`config.mk`:
```
export PLATFORM = sky130hd
export DESIGN_NAME = rfd_top
export DESIGN_NICKNAME = d
export VERILOG_FILES = /design/src/rtl/rfd_pkg.sv /design/src/rtl/rfd_flag_if.sv /design/src/rtl/rfd_flag_dec.sv /design/src/rtl/rfd_resp_tx.sv /design/src/rtl/rfd_top.sv
export SDC_FILE = /design/constraint.sdc
export NUM_CORES = 1
export LEC_CHECK = 0
export BUFFER_PORTS_ARGS = -buffer_cell sky130_fd_sc_hd__buf_2
export CORE_MARGIN = 3
export CORE_UTILIZATION = 25
export CTS_CLUSTER_DIAMETER = 80
export DETAILED_ROUTE_END_ITERATION = 8
export PLACE_DENSITY_LB_ADDON = 0.15
export SYNTH_ARGS = -nofsm -noshare
export SYNTH_HDL_FRONTEND = slang
export SYNTH_SLANG_ARGS = --single-unit
```
`constraint.sdc`:
```
create_clock -name sys_clk_i -period 7.1 [get_ports sys_clk_i]
set_input_delay 0.355 -clock sys_clk_i [delete_from_list [all_inputs] [get_ports sys_clk_i]]
set_output_delay 0.355 -clock sys_clk_i [all_outputs]
set_load 0.05 [all_outputs]
```
`src/rtl/rfd_pkg.sv`:
```
// shared constants and types for the request flag decoder
package rfd_pkg;
  // flag bit n sits at index n-1, bit 1 first on the air
  localparam int FLAG_W = 8;
  localparam int SUBC_POS = 0;
  localparam int RATE_POS = 1;
  localparam int INV_POS = 2;
  localparam int EXT_POS = 3;
  localparam int SEL_POS = 4;
  localparam int ADDR_POS = 5;
  localparam int OPT_POS = 6;
  localparam int RSV_POS = 7;
  localparam int RESP_ERR_POS = 0;
  localparam logic [2:0] UID_LAST = 3'h7;
  localparam logic [7:0] CMD_SYSINFO = 8'h2b;
  // register map
  localparam logic [7:0] REG_CTRL = 8'h00;
  localparam logic [7:0] REG_STATUS = 8'h04;
  localparam logic [7:0] REG_UID_LO = 8'h08;
  localparam logic [7:0] REG_UID_HI = 8'h0c;
  localparam logic [7:0] REG_STATE = 8'h10;
  localparam int CTRL_EN_POS = 0;
  localparam logic [31:0] CTRL_RST = 32'h0000_0001;
  localparam logic [63:0] UID_RST = 64'h0;
  // tag states
  localparam logic [1:0] TAG_READY = 2'h0;
  localparam logic [1:0] TAG_QUIET = 2'h1;
  localparam logic [1:0] TAG_SELECTED = 2'h2;
  localparam logic [1:0] TAG_STATE_RST = 2'h0;
  typedef enum logic [5:0] {
    RX_IDLE = 6'b000001,
    RX_FLAGS = 6'b000010,
    RX_CMD = 6'b000100,
    RX_FAM = 6'b001000,
    RX_UID = 6'b010000,
    RX_BODY = 6'b100000
  } rfd_rx_type;
  typedef enum logic [7:0] {
    TX_IDLE = 8'b00000001,
    TX_SOF = 8'b00000010,
    TX_FLAG = 8'b00000100,
    TX_CODE = 8'b00001000,
    TX_DATA = 8'b00010000,
    TX_CRCL = 8'b00100000,
    TX_CRCH = 8'b01000000,
    TX_EOF = 8'b10000000
  } rfd_tx_type;
endpackage

```
`src/rtl/rfd_flag_if.sv`:
```
// decoded request flag fields between frame parser and decoder
`timescale 1ns/100ps
interface rfd_flag_if;
  logic [7:0] flags;
  logic [1:0] tag_state;
  logic uid_ok;
  logic enable;
  logic two_sub;
  logic high_rate;
  logic inventory;
  logic ext;
  logic select_only;
  logic uid_present;
  logic family_present;
  logic single_slot;
  logic option;
  logic reserved_err;
  logic exec_ok;
  modport dec (
    input flags, tag_state, uid_ok, enable,
    output two_sub, high_rate, inventory, ext, select_only, uid_present,
    output family_present, single_slot, option, reserved_err, exec_ok
  );
  modport top (
    output flags, tag_state, uid_ok, enable,
    input two_sub, high_rate, inventory, ext, select_only, uid_present,
    input family_present, single_slot, option, reserved_err, exec_ok
  );
endinterface

```
`src/rtl/rfd_flag_dec.sv`:
```
// request flag byte decoder and execute decision
`timescale 1ns/100ps
module rfd_flag_dec (
  rfd_flag_if.dec fl // flag byte in, fields and decision out
);
  always_comb
  begin
    fl.two_sub = fl.flags[rfd_pkg::SUBC_POS];
    fl.high_rate = fl.flags[rfd_pkg::RATE_POS];
    fl.inventory = fl.flags[rfd_pkg::INV_POS];
    fl.ext = fl.flags[rfd_pkg::EXT_POS];
    fl.option = fl.flags[rfd_pkg::OPT_POS];
    fl.reserved_err = fl.flags[rfd_pkg::RSV_POS];
    // meaning of bits 5 and 6 switches on the inventory bit
    fl.select_only = !fl.inventory && fl.flags[rfd_pkg::SEL_POS];
    fl.uid_present = !fl.inventory && fl.flags[rfd_pkg::ADDR_POS];
    fl.family_present = fl.inventory && fl.flags[rfd_pkg::SEL_POS];
    fl.single_slot = fl.inventory && fl.flags[rfd_pkg::ADDR_POS];
    if (!fl.enable)
    begin
      fl.exec_ok = 1'b0;
    end
    else if (fl.inventory)
    begin
      // quiet tags skip inventories with the address bit set
      fl.exec_ok = !(fl.tag_state == rfd_pkg::TAG_QUIET &&
        fl.flags[rfd_pkg::ADDR_POS]);
    end
    else if (fl.select_only)
    begin
      fl.exec_ok = fl.tag_state == rfd_pkg::TAG_SELECTED;
    end
    else if (fl.uid_present)
    begin
      fl.exec_ok = fl.uid_ok;
    end
    else
    begin
      fl.exec_ok = 1'b1;
    end
  end
endmodule

```
`src/rtl/rfd_resp_tx.sv`:
```
// response frame builder: sof, flag byte, error code, data, crc, eof
`timescale 1ns/100ps
module rfd_resp_tx (
  input wire logic sys_clk_i, // system clock
  input wire logic reset_n_i, // sync reset, active low
  input wire logic start_i, // start a response
  input wire logic err_i, // response carries an error
  input wire logic [7:0] code_i, // error code
  input wire logic pl_i, // response has data bytes
  input wire logic [15:0] crc_i, // crc, low byte sent first
  input wire logic pl_valid_i, // data byte offered
  input wire logic [7:0] pl_byte_i, // data byte
  input wire logic pl_last_i, // last data byte
  output logic pl_ready_o, // data byte taken when valid
  output logic tx_sof_o, // start of frame pulse
  output logic tx_valid_o, // byte pulse
  output logic [7:0] tx_byte_o, // byte to send
  output logic tx_eof_o, // end of frame pulse
  output logic busy_o // frame in progress
);
  function automatic logic [7:0] resp_flags(input logic err);
    resp_flags = 8'h00; // reserved and extension bits stay clear
    resp_flags[rfd_pkg::RESP_ERR_POS] = err;
  endfunction

  rfd_pkg::rfd_tx_type fsm_ff, nxt_fsm;
  logic err_ff, nxt_err, pl_ff, nxt_pl;
  logic [7:0] code_ff, nxt_code;
  logic [15:0] crc_ff, nxt_crc;
  logic nxt_sof, nxt_valid, nxt_eof;
  logic [7:0] nxt_byte;

  always_comb
  begin
    nxt_fsm = fsm_ff;
    nxt_err = err_ff;
    nxt_pl = pl_ff;
    nxt_code = code_ff;
    nxt_crc = crc_ff;
    nxt_sof = 1'b0;
    nxt_valid = 1'b0;
    nxt_eof = 1'b0;
    nxt_byte = 8'h00;
    case (fsm_ff)
      rfd_pkg::TX_IDLE:
        if (start_i)
        begin
          nxt_err = err_i;
          nxt_pl = pl_i;
          nxt_code = code_i;
          nxt_crc = crc_i;
          nxt_fsm = rfd_pkg::TX_SOF;
        end
      rfd_pkg::TX_SOF:
      begin
        nxt_sof = 1'b1;
        nxt_fsm = rfd_pkg::TX_FLAG;
      end
      rfd_pkg::TX_FLAG:
      begin
        nxt_valid = 1'b1;
        nxt_byte = resp_flags(err_ff);
        nxt_fsm = err_ff ? rfd_pkg::TX_CODE :
          (pl_ff ? rfd_pkg::TX_DATA : rfd_pkg::TX_CRCL);
      end
      rfd_pkg::TX_CODE:
      begin
        nxt_valid = 1'b1;
        nxt_byte = code_ff;
        nxt_fsm = pl_ff ? rfd_pkg::TX_DATA : rfd_pkg::TX_CRCL;
      end
      rfd_pkg::TX_DATA:
        if (pl_valid_i)
        begin
          nxt_valid = 1'b1;
          nxt_byte = pl_byte_i;
          if (pl_last_i)
          begin
            nxt_fsm = rfd_pkg::TX_CRCL;
          end
        end
      rfd_pkg::TX_CRCL:
      begin
        nxt_valid = 1'b1;
        nxt_byte = crc_ff[7:0];
        nxt_fsm = rfd_pkg::TX_CRCH;
      end
      rfd_pkg::TX_CRCH:
      begin
        nxt_valid = 1'b1;
        nxt_byte = crc_ff[15:8];
        nxt_fsm = rfd_pkg::TX_EOF;
      end
      rfd_pkg::TX_EOF:
      begin
        nxt_eof = 1'b1;
        nxt_fsm = rfd_pkg::TX_IDLE;
      end
      default: nxt_fsm = rfd_pkg::TX_IDLE;
    endcase
  end

  always_ff @(posedge sys_clk_i)
  begin
    if (!reset_n_i)
    begin
      fsm_ff <= rfd_pkg::TX_IDLE;
      err_ff <= 1'b0;
      pl_ff <= 1'b0;
      code_ff <= 8'h00;
      crc_ff <= 16'h0000;
      tx_sof_o <= 1'b0;
      tx_valid_o <= 1'b0;
      tx_byte_o <= 8'h00;
      tx_eof_o <= 1'b0;
      pl_ready_o <= 1'b0;
      busy_o <= 1'b0;
    end
    else
    begin
      fsm_ff <= nxt_fsm;
      err_ff <= nxt_err;
      pl_ff <= nxt_pl;
      code_ff <= nxt_code;
      crc_ff <= nxt_crc;
      tx_sof_o <= nxt_sof;
      tx_valid_o <= nxt_valid;
      tx_byte_o <= nxt_byte;
      tx_eof_o <= nxt_eof;
      pl_ready_o <= nxt_fsm == rfd_pkg::TX_DATA;
      busy_o <= nxt_fsm != rfd_pkg::TX_IDLE;
    end
  end
endmodule

```
`src/rtl/rfd_top.sv`:
```
// request flag decoder top: frame parser, registers, response builder
// Notes on behaviour
// - no UID flag: execute and answer
// - select-only flag: answer only when Selected
// - inventory bit switches meaning of bits 5-6
// - bit 1 picks one or two subcarriers
// - bit 2 picks reply data rate
// - bit 4 marks extended protocol format
// - system info layout follows extension bit
// - bit 5 restricts execution to Selected
// - bit 6 means UID present, must match (UID not read or compared when bit 5 set)
// - bit 7 option, bit 8 reserved zero (a set bit 8 is only reported in status, request still executes)
// - inventory: bit 5 family byte, bit 6 slots
// - response: sof, flags, data, crc, eof
// - error flag set adds error code
// - extension and reserved response bits zero
// - Ready answers when select flag clear
// - Quiet skips addressed inventory requests
// - addressed, select flag clear: compare UID, silent on mismatch
`timescale 1ns/100ps
module rfd_top (
  input wire logic sys_clk_i, // 125 MHz system clock
  input wire logic reset_n_i, // sync reset, active low (field loss)
  input wire logic [7:0] reg_addr_i, // register byte address
  input wire logic [31:0] reg_wdata_i, // register write data
  input wire logic reg_wr_i, // register write strobe
  input wire logic reg_rd_i, // register read strobe
  output logic [31:0] reg_rdata_o, // read data, cycle after strobe
  input wire logic rx_sof_i, // request start of frame
  input wire logic rx_valid_i, // request byte strobe
  input wire logic [7:0] rx_byte_i, // request byte
  input wire logic rx_eof_i, // request end of frame
  input wire logic rx_crc_ok_i, // crc good, with end of frame
  output logic exec_o, // pulse: execute the request
  output logic [7:0] cmd_o, // command code of executed request
  output logic inventory_o, // request is an inventory
  output logic ext_o, // extended protocol format
  output logic option_o, // command option active
  output logic rich_info_o, // system info with richer layout
  output logic family_vld_o, // family byte was present
  output logic [7:0] family_o, // family byte
  output logic single_slot_o, // one slot instead of sixteen
  output logic tx_two_sub_o, // reply with two subcarriers
  output logic tx_high_rate_o, // reply at high data rate
  input wire logic resp_start_i, // start a response frame
  input wire logic resp_err_i, // response carries an error
  input wire logic [7:0] resp_code_i, // error code
  input wire logic resp_pl_i, // response has data bytes
  input wire logic [15:0] resp_crc_i, // response crc
  input wire logic pl_valid_i, // response data byte offered
  input wire logic [7:0] pl_byte_i, // response data byte
  input wire logic pl_last_i, // last response data byte
  output logic pl_ready_o, // response data byte taken
  output logic tx_sof_o, // response start of frame
  output logic tx_valid_o, // response byte strobe
  output logic [7:0] tx_byte_o, // response byte
  output logic tx_eof_o // response end of frame
);
  rfd_flag_if fl ();
  rfd_flag_dec u_dec (
    .fl(fl)
  );

  logic tx_busy;
  rfd_resp_tx u_tx (
    .sys_clk_i(sys_clk_i),
    .reset_n_i(reset_n_i),
    .start_i(resp_start_i),
    .err_i(resp_err_i),
    .code_i(resp_code_i),
    .pl_i(resp_pl_i),
    .crc_i(resp_crc_i),
    .pl_valid_i(pl_valid_i),
    .pl_byte_i(pl_byte_i),
    .pl_last_i(pl_last_i),
    .pl_ready_o(pl_ready_o),
    .tx_sof_o(tx_sof_o),
    .tx_valid_o(tx_valid_o),
    .tx_byte_o(tx_byte_o),
    .tx_eof_o(tx_eof_o),
    .busy_o(tx_busy)
  );

  // registers
  logic [31:0] ctrl_ff, nxt_ctrl;
  logic [63:0] uid_ff, nxt_uid;
  logic [1:0] tag_state_ff, nxt_tag_state;
  logic [31:0] rdata_ff, nxt_rdata;
  logic [31:0] status;

  // request parser state
  rfd_pkg::rfd_rx_type rx_fsm_ff, nxt_rx_fsm;
  logic [7:0] flags_ff, nxt_flags;
  logic [7:0] rcmd_ff, nxt_rcmd;
  logic [7:0] rfam_ff, nxt_rfam;
  logic [2:0] uid_idx_ff, nxt_uid_idx;
  logic uid_ok_ff, nxt_uid_ok;
  logic last_exec_ff, nxt_last_exec;
  logic accept;

  // latched request outputs
  logic exec_ff, nxt_exec;
  logic [7:0] cmd_ff, nxt_cmd;
  logic inv_ff, nxt_inv, ext_ff, nxt_ext, opt_ff, nxt_opt;
  logic rich_ff, nxt_rich, famv_ff, nxt_famv;
  logic [7:0] fam_ff, nxt_fam;
  logic slot_ff, nxt_slot, sub_ff, nxt_sub, rate_ff, nxt_rate;

  function automatic logic [7:0] uid_byte(input logic [63:0] uid,
    input logic [2:0] idx);
    uid_byte = uid[{idx, 3'h0} +: 8]; // identifier goes lsbyte first
  endfunction

  always_comb
  begin
    fl.flags = flags_ff;
    fl.tag_state = tag_state_ff;
    fl.uid_ok = uid_ok_ff;
    fl.enable = ctrl_ff[rfd_pkg::CTRL_EN_POS];
  end

  assign status = {12'h000, tx_busy, rx_fsm_ff != rfd_pkg::RX_IDLE,
    fl.reserved_err, last_exec_ff, rcmd_ff, flags_ff};

  // register bus
  always_comb
  begin
    nxt_ctrl = ctrl_ff;
    nxt_uid = uid_ff;
    nxt_tag_state = tag_state_ff;
    nxt_rdata = 32'h0000_0000;
    if (reg_wr_i)
    begin
      case (reg_addr_i)
        rfd_pkg::REG_CTRL: nxt_ctrl = reg_wdata_i;
        rfd_pkg::REG_UID_LO: nxt_uid[31:0] = reg_wdata_i;
        rfd_pkg::REG_UID_HI: nxt_uid[63:32] = reg_wdata_i;
        rfd_pkg::REG_STATE: nxt_tag_state = reg_wdata_i[1:0];
        default: nxt_ctrl = ctrl_ff;
      endcase
    end
    if (reg_rd_i)
    begin
      case (reg_addr_i)
        rfd_pkg::REG_CTRL: nxt_rdata = ctrl_ff;
        rfd_pkg::REG_STATUS: nxt_rdata = status;
        rfd_pkg::REG_UID_LO: nxt_rdata = uid_ff[31:0];
        rfd_pkg::REG_UID_HI: nxt_rdata = uid_ff[63:32];
        rfd_pkg::REG_STATE: nxt_rdata = {30'h0, tag_state_ff};
        default: nxt_rdata = 32'h0000_0000;
      endcase
    end
  end

  always_ff @(posedge sys_clk_i)
  begin
    if (!reset_n_i)
    begin
      ctrl_ff <= rfd_pkg::CTRL_RST;
      uid_ff <= rfd_pkg::UID_RST;
      tag_state_ff <= rfd_pkg::TAG_STATE_RST;
      rdata_ff <= 32'h0000_0000;
    end
    else
    begin
      ctrl_ff <= nxt_ctrl;
      uid_ff <= nxt_uid;
      tag_state_ff <= nxt_tag_state;
      rdata_ff <= nxt_rdata;
    end
  end

  // request parser: flags, command, family or uid, then body
  assign accept = rx_eof_i && rx_crc_ok_i && rx_fsm_ff == rfd_pkg::RX_BODY
    && fl.exec_ok;

  always_comb
  begin
    nxt_rx_fsm = rx_fsm_ff;
    nxt_flags = flags_ff;
    nxt_rcmd = rcmd_ff;
    nxt_rfam = rfam_ff;
    nxt_uid_idx = uid_idx_ff;
    nxt_uid_ok = uid_ok_ff;
    if (rx_sof_i)
    begin
      nxt_rx_fsm = rfd_pkg::RX_FLAGS;
    end
    else if (rx_eof_i)
    begin
      // short or bad frames fall back silently
      nxt_rx_fsm = rfd_pkg::RX_IDLE;
    end
    else if (rx_valid_i)
    begin
      case (rx_fsm_ff)
        rfd_pkg::RX_FLAGS:
        begin
          nxt_flags = rx_byte_i;
          nxt_uid_idx = 3'h0;
          nxt_uid_ok = 1'b1;
          nxt_rfam = 8'h00;
          nxt_rx_fsm = rfd_pkg::RX_CMD;
        end
        rfd_pkg::RX_CMD:
        begin
          nxt_rcmd = rx_byte_i;
          if (fl.family_present)
          begin
            nxt_rx_fsm = rfd_pkg::RX_FAM;
          end
          else if (fl.uid_present && !fl.flags[rfd_pkg::SEL_POS])
          begin
            nxt_rx_fsm = rfd_pkg::RX_UID;
          end
          else
          begin
            nxt_rx_fsm = rfd_pkg::RX_BODY;
          end
        end
        rfd_pkg::RX_FAM:
        begin
          nxt_rfam = rx_byte_i;
          nxt_rx_fsm = rfd_pkg::RX_BODY;
        end
        rfd_pkg::RX_UID:
        begin
          nxt_uid_ok = uid_ok_ff &&
            rx_byte_i == uid_byte(uid_ff, uid_idx_ff);
          nxt_uid_idx = uid_idx_ff + 3'h1;
          if (uid_idx_ff == rfd_pkg::UID_LAST)
          begin
            nxt_rx_fsm = rfd_pkg::RX_BODY;
          end
        end
        rfd_pkg::RX_BODY: nxt_rx_fsm = rfd_pkg::RX_BODY;
        rfd_pkg::RX_IDLE: nxt_rx_fsm = rfd_pkg::RX_IDLE;
        default: nxt_rx_fsm = rfd_pkg::RX_IDLE;
      endcase
    end
  end

  // results, latched when a request is accepted
  always_comb
  begin
    nxt_exec = accept;
    nxt_last_exec = last_exec_ff;
    nxt_cmd = cmd_ff;
    nxt_inv = inv_ff;
    nxt_ext = ext_ff;
    nxt_opt = opt_ff;
    nxt_rich = rich_ff;
    nxt_famv = famv_ff;
    nxt_fam = fam_ff;
    nxt_slot = slot_ff;
    nxt_sub = sub_ff;
    nxt_rate = rate_ff;
    if (rx_eof_i)
    begin
      nxt_last_exec = accept;
    end
    if (accept)
    begin
      nxt_cmd = rcmd_ff;
      nxt_inv = fl.inventory;
      nxt_ext = fl.ext;
      nxt_opt = fl.option;
      nxt_rich = fl.ext && rcmd_ff == rfd_pkg::CMD_SYSINFO;
      nxt_famv = fl.family_present;
      nxt_fam = rfam_ff;
      nxt_slot = fl.single_slot;
      nxt_sub = fl.two_sub;
      nxt_rate = fl.high_rate;
    end
  end

  always_ff @(posedge sys_clk_i)
  begin
    if (!reset_n_i)
    begin
      rx_fsm_ff <= rfd_pkg::RX_IDLE;
      flags_ff <= 8'h00;
      rcmd_ff <= 8'h00;
      rfam_ff <= 8'h00;
      uid_idx_ff <= 3'h0;
      uid_ok_ff <= 1'b0;
      last_exec_ff <= 1'b0;
      exec_ff <= 1'b0;
      cmd_ff <= 8'h00;
      inv_ff <= 1'b0;
      ext_ff <= 1'b0;
      opt_ff <= 1'b0;
      rich_ff <= 1'b0;
      famv_ff <= 1'b0;
      fam_ff <= 8'h00;
      slot_ff <= 1'b0;
      sub_ff <= 1'b0;
      rate_ff <= 1'b0;
    end
    else
    begin
      rx_fsm_ff <= nxt_rx_fsm;
      flags_ff <= nxt_flags;
      rcmd_ff <= nxt_rcmd;
      rfam_ff <= nxt_rfam;
      uid_idx_ff <= nxt_uid_idx;
      uid_ok_ff <= nxt_uid_ok;
      last_exec_ff <= nxt_last_exec;
      exec_ff <= nxt_exec;
      cmd_ff <= nxt_cmd;
      inv_ff <= nxt_inv;
      ext_ff <= nxt_ext;
      opt_ff <= nxt_opt;
      rich_ff <= nxt_rich;
      famv_ff <= nxt_famv;
      fam_ff <= nxt_fam;
      slot_ff <= nxt_slot;
      sub_ff <= nxt_sub;
      rate_ff <= nxt_rate;
    end
  end

  assign reg_rdata_o = rdata_ff;
  assign exec_o = exec_ff;
  assign cmd_o = cmd_ff;
  assign inventory_o = inv_ff;
  assign ext_o = ext_ff;
  assign option_o = opt_ff;
  assign rich_info_o = rich_ff;
  assign family_vld_o = famv_ff;
  assign family_o = fam_ff;
  assign single_slot_o = slot_ff;
  assign tx_two_sub_o = sub_ff;
  assign tx_high_rate_o = rate_ff;
endmodule

```
# Word level (Yosys, flattened, before mapping)

Index checks and enable logic that the tools add are counted.

Input bits: 93
Logic and storage cells: 127
Output and inout bits: 69
Register bits: 237

$add $sub $neg: 1
Shift-type cells: 1
Equal/unequal tests: 27
Multiplexer cells: 27
Reductions and logical operators: 33
Bitwise gates (word level): 3

Operator list:

| cell                                           | count |
|---|---|
| one-hot mux 32 bit (5 select lines)            | 1 |
| indexed part select 64 x 7 -> 8 bit            | 1 |
| one-hot mux 8 bit (7 select lines)             | 1 |
| one-hot mux 8 bit (5 select lines)             | 1 |
| 2-to-1 mux 8 bit                               | 4 |
| 2-to-1 mux 6 bit                               | 5 |
| == test 8 x 4 -> 1 bit (second input constant) | 3 |
| == test 8 x 5 -> 1 bit (second input constant) | 3 |
| one-hot mux 6 bit (4 select lines)             | 1 |
| == test 8 x 3 -> 1 bit (second input constant) | 2 |
| == test 8 x 6 -> 1 bit (second input constant) | 2 |
| one-hot mux 8 bit (2 select lines)             | 1 |
| AND reduction 2 bit                            | 8 |
| AND reduction 4 bit                            | 4 |
| logical AND 1 bit                              | 11 |
| == test 8 x 1 -> 1 bit (second input constant) | 1 |
| == test 8 x 2 -> 1 bit (second input constant) | 1 |
| == test 8 x 7 -> 1 bit (second input constant) | 1 |
| == test 8 bit                                  | 1 |
| == test 8 bit (second input constant)          | 1 |
| logical NOT 8 bit                              | 1 |
| != test 8 x 1 -> 1 bit (second input constant) | 1 |
| 2-to-1 mux 1 bit                               | 7 |
| == test 6 x 2 -> 1 bit (second input constant) | 1 |
| 21 further kinds                               | 29 |

# Logic depth before layout (Yosys ltp)

Depth in word-level cells: 9
Mapped depth: 9
Mapped depth without buffers: 6

# Hierarchy

From an unflattened synthesis, not the netlist that was laid out.

Cells, all modules: 1149
Area, all modules: 10063.4 um^2

By module, submodules not included:

| module       | times used | cells an instance | area an instance (um^2) |
|---|---|---|---|
| rfd_top      | 1          | 920               | 8039.0 |
| rfd_resp_tx  | 1          | 214               | 1913.1 |
| rfd_flag_dec | 1          | 15                | 111.4 |

# Least setup slack after synthesis

No wires, ideal clock.

Kind: reg-to-reg
Start point: register rx_fsm_ff[0]
End point: register rich_ff (netlist: rich_info_o)
Path slack: 4.822 ns
Path buffers: 2
Data required time: 7.030 ns
Library setup time: 0.070 ns
Cell stages (with the launch flop): 8
Arrival time: 2.208 ns
Cell sequence: dfxtp_1 -> buf_6 -> or3_4 -> or4_1 -> or3_1 -> buf_6 -> or3_1 -> a21boi_1

Cells in the longest elaborated chain, start to end: 3

RTL lines:

| what                   | line           | RTL |
|---|---|---|
| start, declared        | rfd_top.sv:92  | `rfd_pkg::rfd_rx_type rx_fsm_ff, nxt_rx_fsm;` |
| start signal, assigned | rfd_top.sv:281 | `rx_fsm_ff <= rfd_pkg::RX_IDLE;` |
| start signal, assigned | rfd_top.sv:302 | `rx_fsm_ff <= nxt_rx_fsm;` |
| == test 6 bit          | rfd_top.sv:174 | `assign accept = rx_eof_i && rx_crc_ok_i && rx_fsm_ff == rfd_pkg::RX_BODY` |
| logical AND 1 bit      | rfd_top.sv:174 |  |
| logical AND 1 bit      | rfd_top.sv:175 | `&& fl.exec_ok;` |
| end signal, assigned   | rfd_top.sv:314 | `rich_ff <= nxt_rich;` |
| end, declared          | rfd_top.sv:105 | `logic rich_ff, nxt_rich, famv_ff, nxt_famv;` |

Every way passes these cells.
A chain may end at the register's enable or synchronous reset.

# Worst setup path in the final report

Start point: input port reg_addr_i[1]
End point: register uid_ff[52]

Cells in the longest elaborated chain, start to end: 2

RTL lines:

| what                          | line           | RTL |
|---|---|---|
| start, declared               | rfd_top.sv:24  | `input wire logic [7:0] reg_addr_i,` |
| == test 8 x 4 -> 1 bit        | rfd_top.sv:134 | `case (reg_addr_i)` |
| AND reduction 2 bit (no line) | --             |  |
| end signal, assigned          | rfd_top.sv:160 | `uid_ff <= rfd_pkg::UID_RST;` |
| end signal, assigned          | rfd_top.sv:167 | `uid_ff <= nxt_uid;` |
| end, declared                 | rfd_top.sv:86  | `logic [63:0] uid_ff, nxt_uid;` |

Every way passes these cells.

==> impl_metrics.toml <==
[run_status]
status = "completed"

[critical_path]
cp.required_ns = 7.59
crit_path_end_kind = "flip-flop"
cp_max_fo = 26
r2r_cells = 6
r2r-end = "rich_info_o"
reg2reg_slack_ns = 4.54
worstSetupPathType = "in -> reg"
start_kind = "input port"
arrival_ns = 3.45
r2r_start = "rx_fsm_ff[0]"

[job]
cap_violations = 0

[global_route]
grtUsageTotal = 0.152
gr-total-overflow = 0
grt_pass1_wl_um = 52200
antenna_found_initial = 3
grt_pass1_vias = 8442
grt_max_degree = 100

[logic_synthesis]
synthFlopType = "dfxtp_1"
yosysMostFrequentCell = "nand2_1"
synth_area_sq_um = 10200
ys_warn_count = 0
synth_area_leaders = "dfxtp_1 46%, nand2_1 12%, a21boi_0 10%"
yosysSeqAreaShare = 0.465
synth_edf_count = 0
yosys-top-cells-count = "316 x nand2_1, 237 x dfxtp_1, 142 x a21boi_0"
synth_largest_area_cell = "dfxtp_1"
synthCells = 1169
synth_top_area_share = 0.465
ys_seq_elements = 237
async_flop_share = 0
yosysUniqueCellTypes = 52
avgSynthCellArea_sq_um = 8.74
syn_nets = 1264

[cells_and_area]
utilization = 0.313
final_cell_area_sq_um = 12500
nets = 1399
drive_gt1_frac = 0.192
fin_cells = 1849
synthToLayoutAreaGrowth_pct = 22.8

[die]
core_area_sq_um = 40000
initial_core_util = 0.255
rows = 73
die_x_um = 208
die_h_um = 208
io_pins = 162
die-area_sq_um = 43300

[drt]
ant_nets = 0
viasPerCell = 4.63
via_count = 8555
wire_per_inst_um = 18.3
wl_um = 33900
drc = 0
drt_iter0_drc = 519
drt-pass1-iter-count = 4

[sta]
setup-violations-final = 0
worst_slew_pin_slew_ns = 1.05
setup_tns_ns = 0
post-route-min-period_ns = 2.96
fin_ws_ns = 4.14
hold_slack_ns = 0.0388
finalHoldViolCount = 0
drv_slew = 0
grt_setup_unrepaired = "no"
slew-limit-headroom = 0.295
period_share = 0.417
clock.fmax_mhz = 338
skew_ns = 0.0262

[hold_path]
holdPathStages = 3
hold_path.startpoint = "resp_code_i[4]"
hold_end = "u_tx.code_ff[4]"
hold_path_class = "in -> reg"

[cts]
cts_made_buffers = 30
htreeDepth = 1
clock-sinks = 237
clk_latency_ns = 0.58
clockRootBuffer = "clkbuf_16"
cts_tree = "yes"
clk_pin_slew_ns = 0.06
cts_buffer_depth = 3

[place]
place_congestion = 0.784
dpl-instance-area_sq_um = 11500
pre_cts_slack_ns = 3.56
port_buffers = 161
hpwl_um = 23300
place_inst = 1784

[power]
pwr_density_cell_nw_per_um2 = 237
leakagePower_nw = 4.65
vdd_ir_drop_max_mv = 0.153
finalPower_mw = 2.97
## power by group
group          internal (mW)  switching, mW  total [mW]
Sequential              1.35         0.0113        1.36
Clock                  0.869          0.595        1.46
Combinational         0.0594         0.0876       0.147
Total                   2.27          0.694        2.97
## layout make-up
type,instances,area [sq um]
inverters,4,15.0
multi-input cells,844,5140
clock buffers,43,860
flip-flops and latches,237,4740
clock inverters,8,85.1
diodes,1,2.50
fillers,4334,27500
repair buffers,187,1040
well taps,525,657
## flip-flops by register name, indices dropped and copies added (netlist names), 2 cells and up
| register | count |
|---|---|
| uid_ff | 64 |
| u_tx.tx_byte_o | 8 |
| uid_idx_ff | 3 |
| cmd_o | 8 |
| fl.flags | 8 |
| rcmd_ff | 8 |
| family_o | 8 |
| fl.tag_state | 2 |
| u_tx.crc_ff | 16 |
| ctrl_ff | 32 |
| u_tx.fsm_ff | 8 |
| u_tx.code_ff | 8 |
| rx_fsm_ff | 6 |
| reg_rdata_o | 32 |
| rfam_ff | 8 |
## layer usage
| metal | up-vias | share of wire | track usage |
|---|---|---|---|
| met5 | - | 0.00050 | 0 |
| met4 | 2 | 0.020 | 0.0302 |
| met3 | 41 | 0.043 | 0.0246 |
| met2 | 166 | 0.45 | 0.241 |
| met1 | 4064 | 0.49 | 0.220 |
| li1 | 4282 | - | - |
## repair_timing
action                    4_1_cts  5_1_grt
hold endpoints to repair       13        0
resized for setup               0        0
setup buffers                   0        0
hold buffers                   13        0
## cell families after synthesis
kind of cell	synth area share
compound gates	0.172
xor+xnor	0.00686
fa+ha+maj	0.00245
buf+inv	0.0347
flops	0.465
mux	0.103
simple gates	0.216
## placed cells by master (no fill, tap or decap), drive strengths merged, types with 4 or more instances in the layout
cell	n
mux2i	65
o21a	5
a22oi	35
and3	7
mux2	12
or4	4
a21boi	144
clkbuf	43
nor3	11
a222oi	7
nor3b	4
nand4	4
clkinv	5
nand3b	5
nand3	27
buf	174
dfxtp	237
and2	7
nand2	316
nand2b	4
xnor2	6
or3	4
o21ai	22
dlygate4sd3	13
inv	4
mux4	12
nor2	56
a21oi	20
nor2b	40
## worst max-delay path, stage by stage
cell      delay, ns
buf_2          0.09
or4_1          0.58
nor3_4         0.13
buf_4          0.35
and3_1         0.73
and2_1         0.55
buf_4          0.36
nand2_1        0.09
a21boi_0       0.16
## worst max-delay path by stage
stage | startpoint | endpoint | slack [ns] | cells past startpoint
6_report | reg_addr_i[1] | uid_ff[52] | 4.14 | 9
3_3_place_gp | reg_addr_i[1] | uid_ff[53] | 3.69 | 9
3_5_place_dp | reg_addr_i[1] | uid_ff[52] | 3.56 | 9
5_1_grt | reg_addr_i[1] | uid_ff[48] | 3.90 | 9
4_1_cts | reg_addr_i[1] | uid_ff[48] | 4.16 | 9
2_1_floorplan | rx_fsm_ff[0] | rich_info_o | 4.82 | 7
Power figures use the tool's default switching activity.
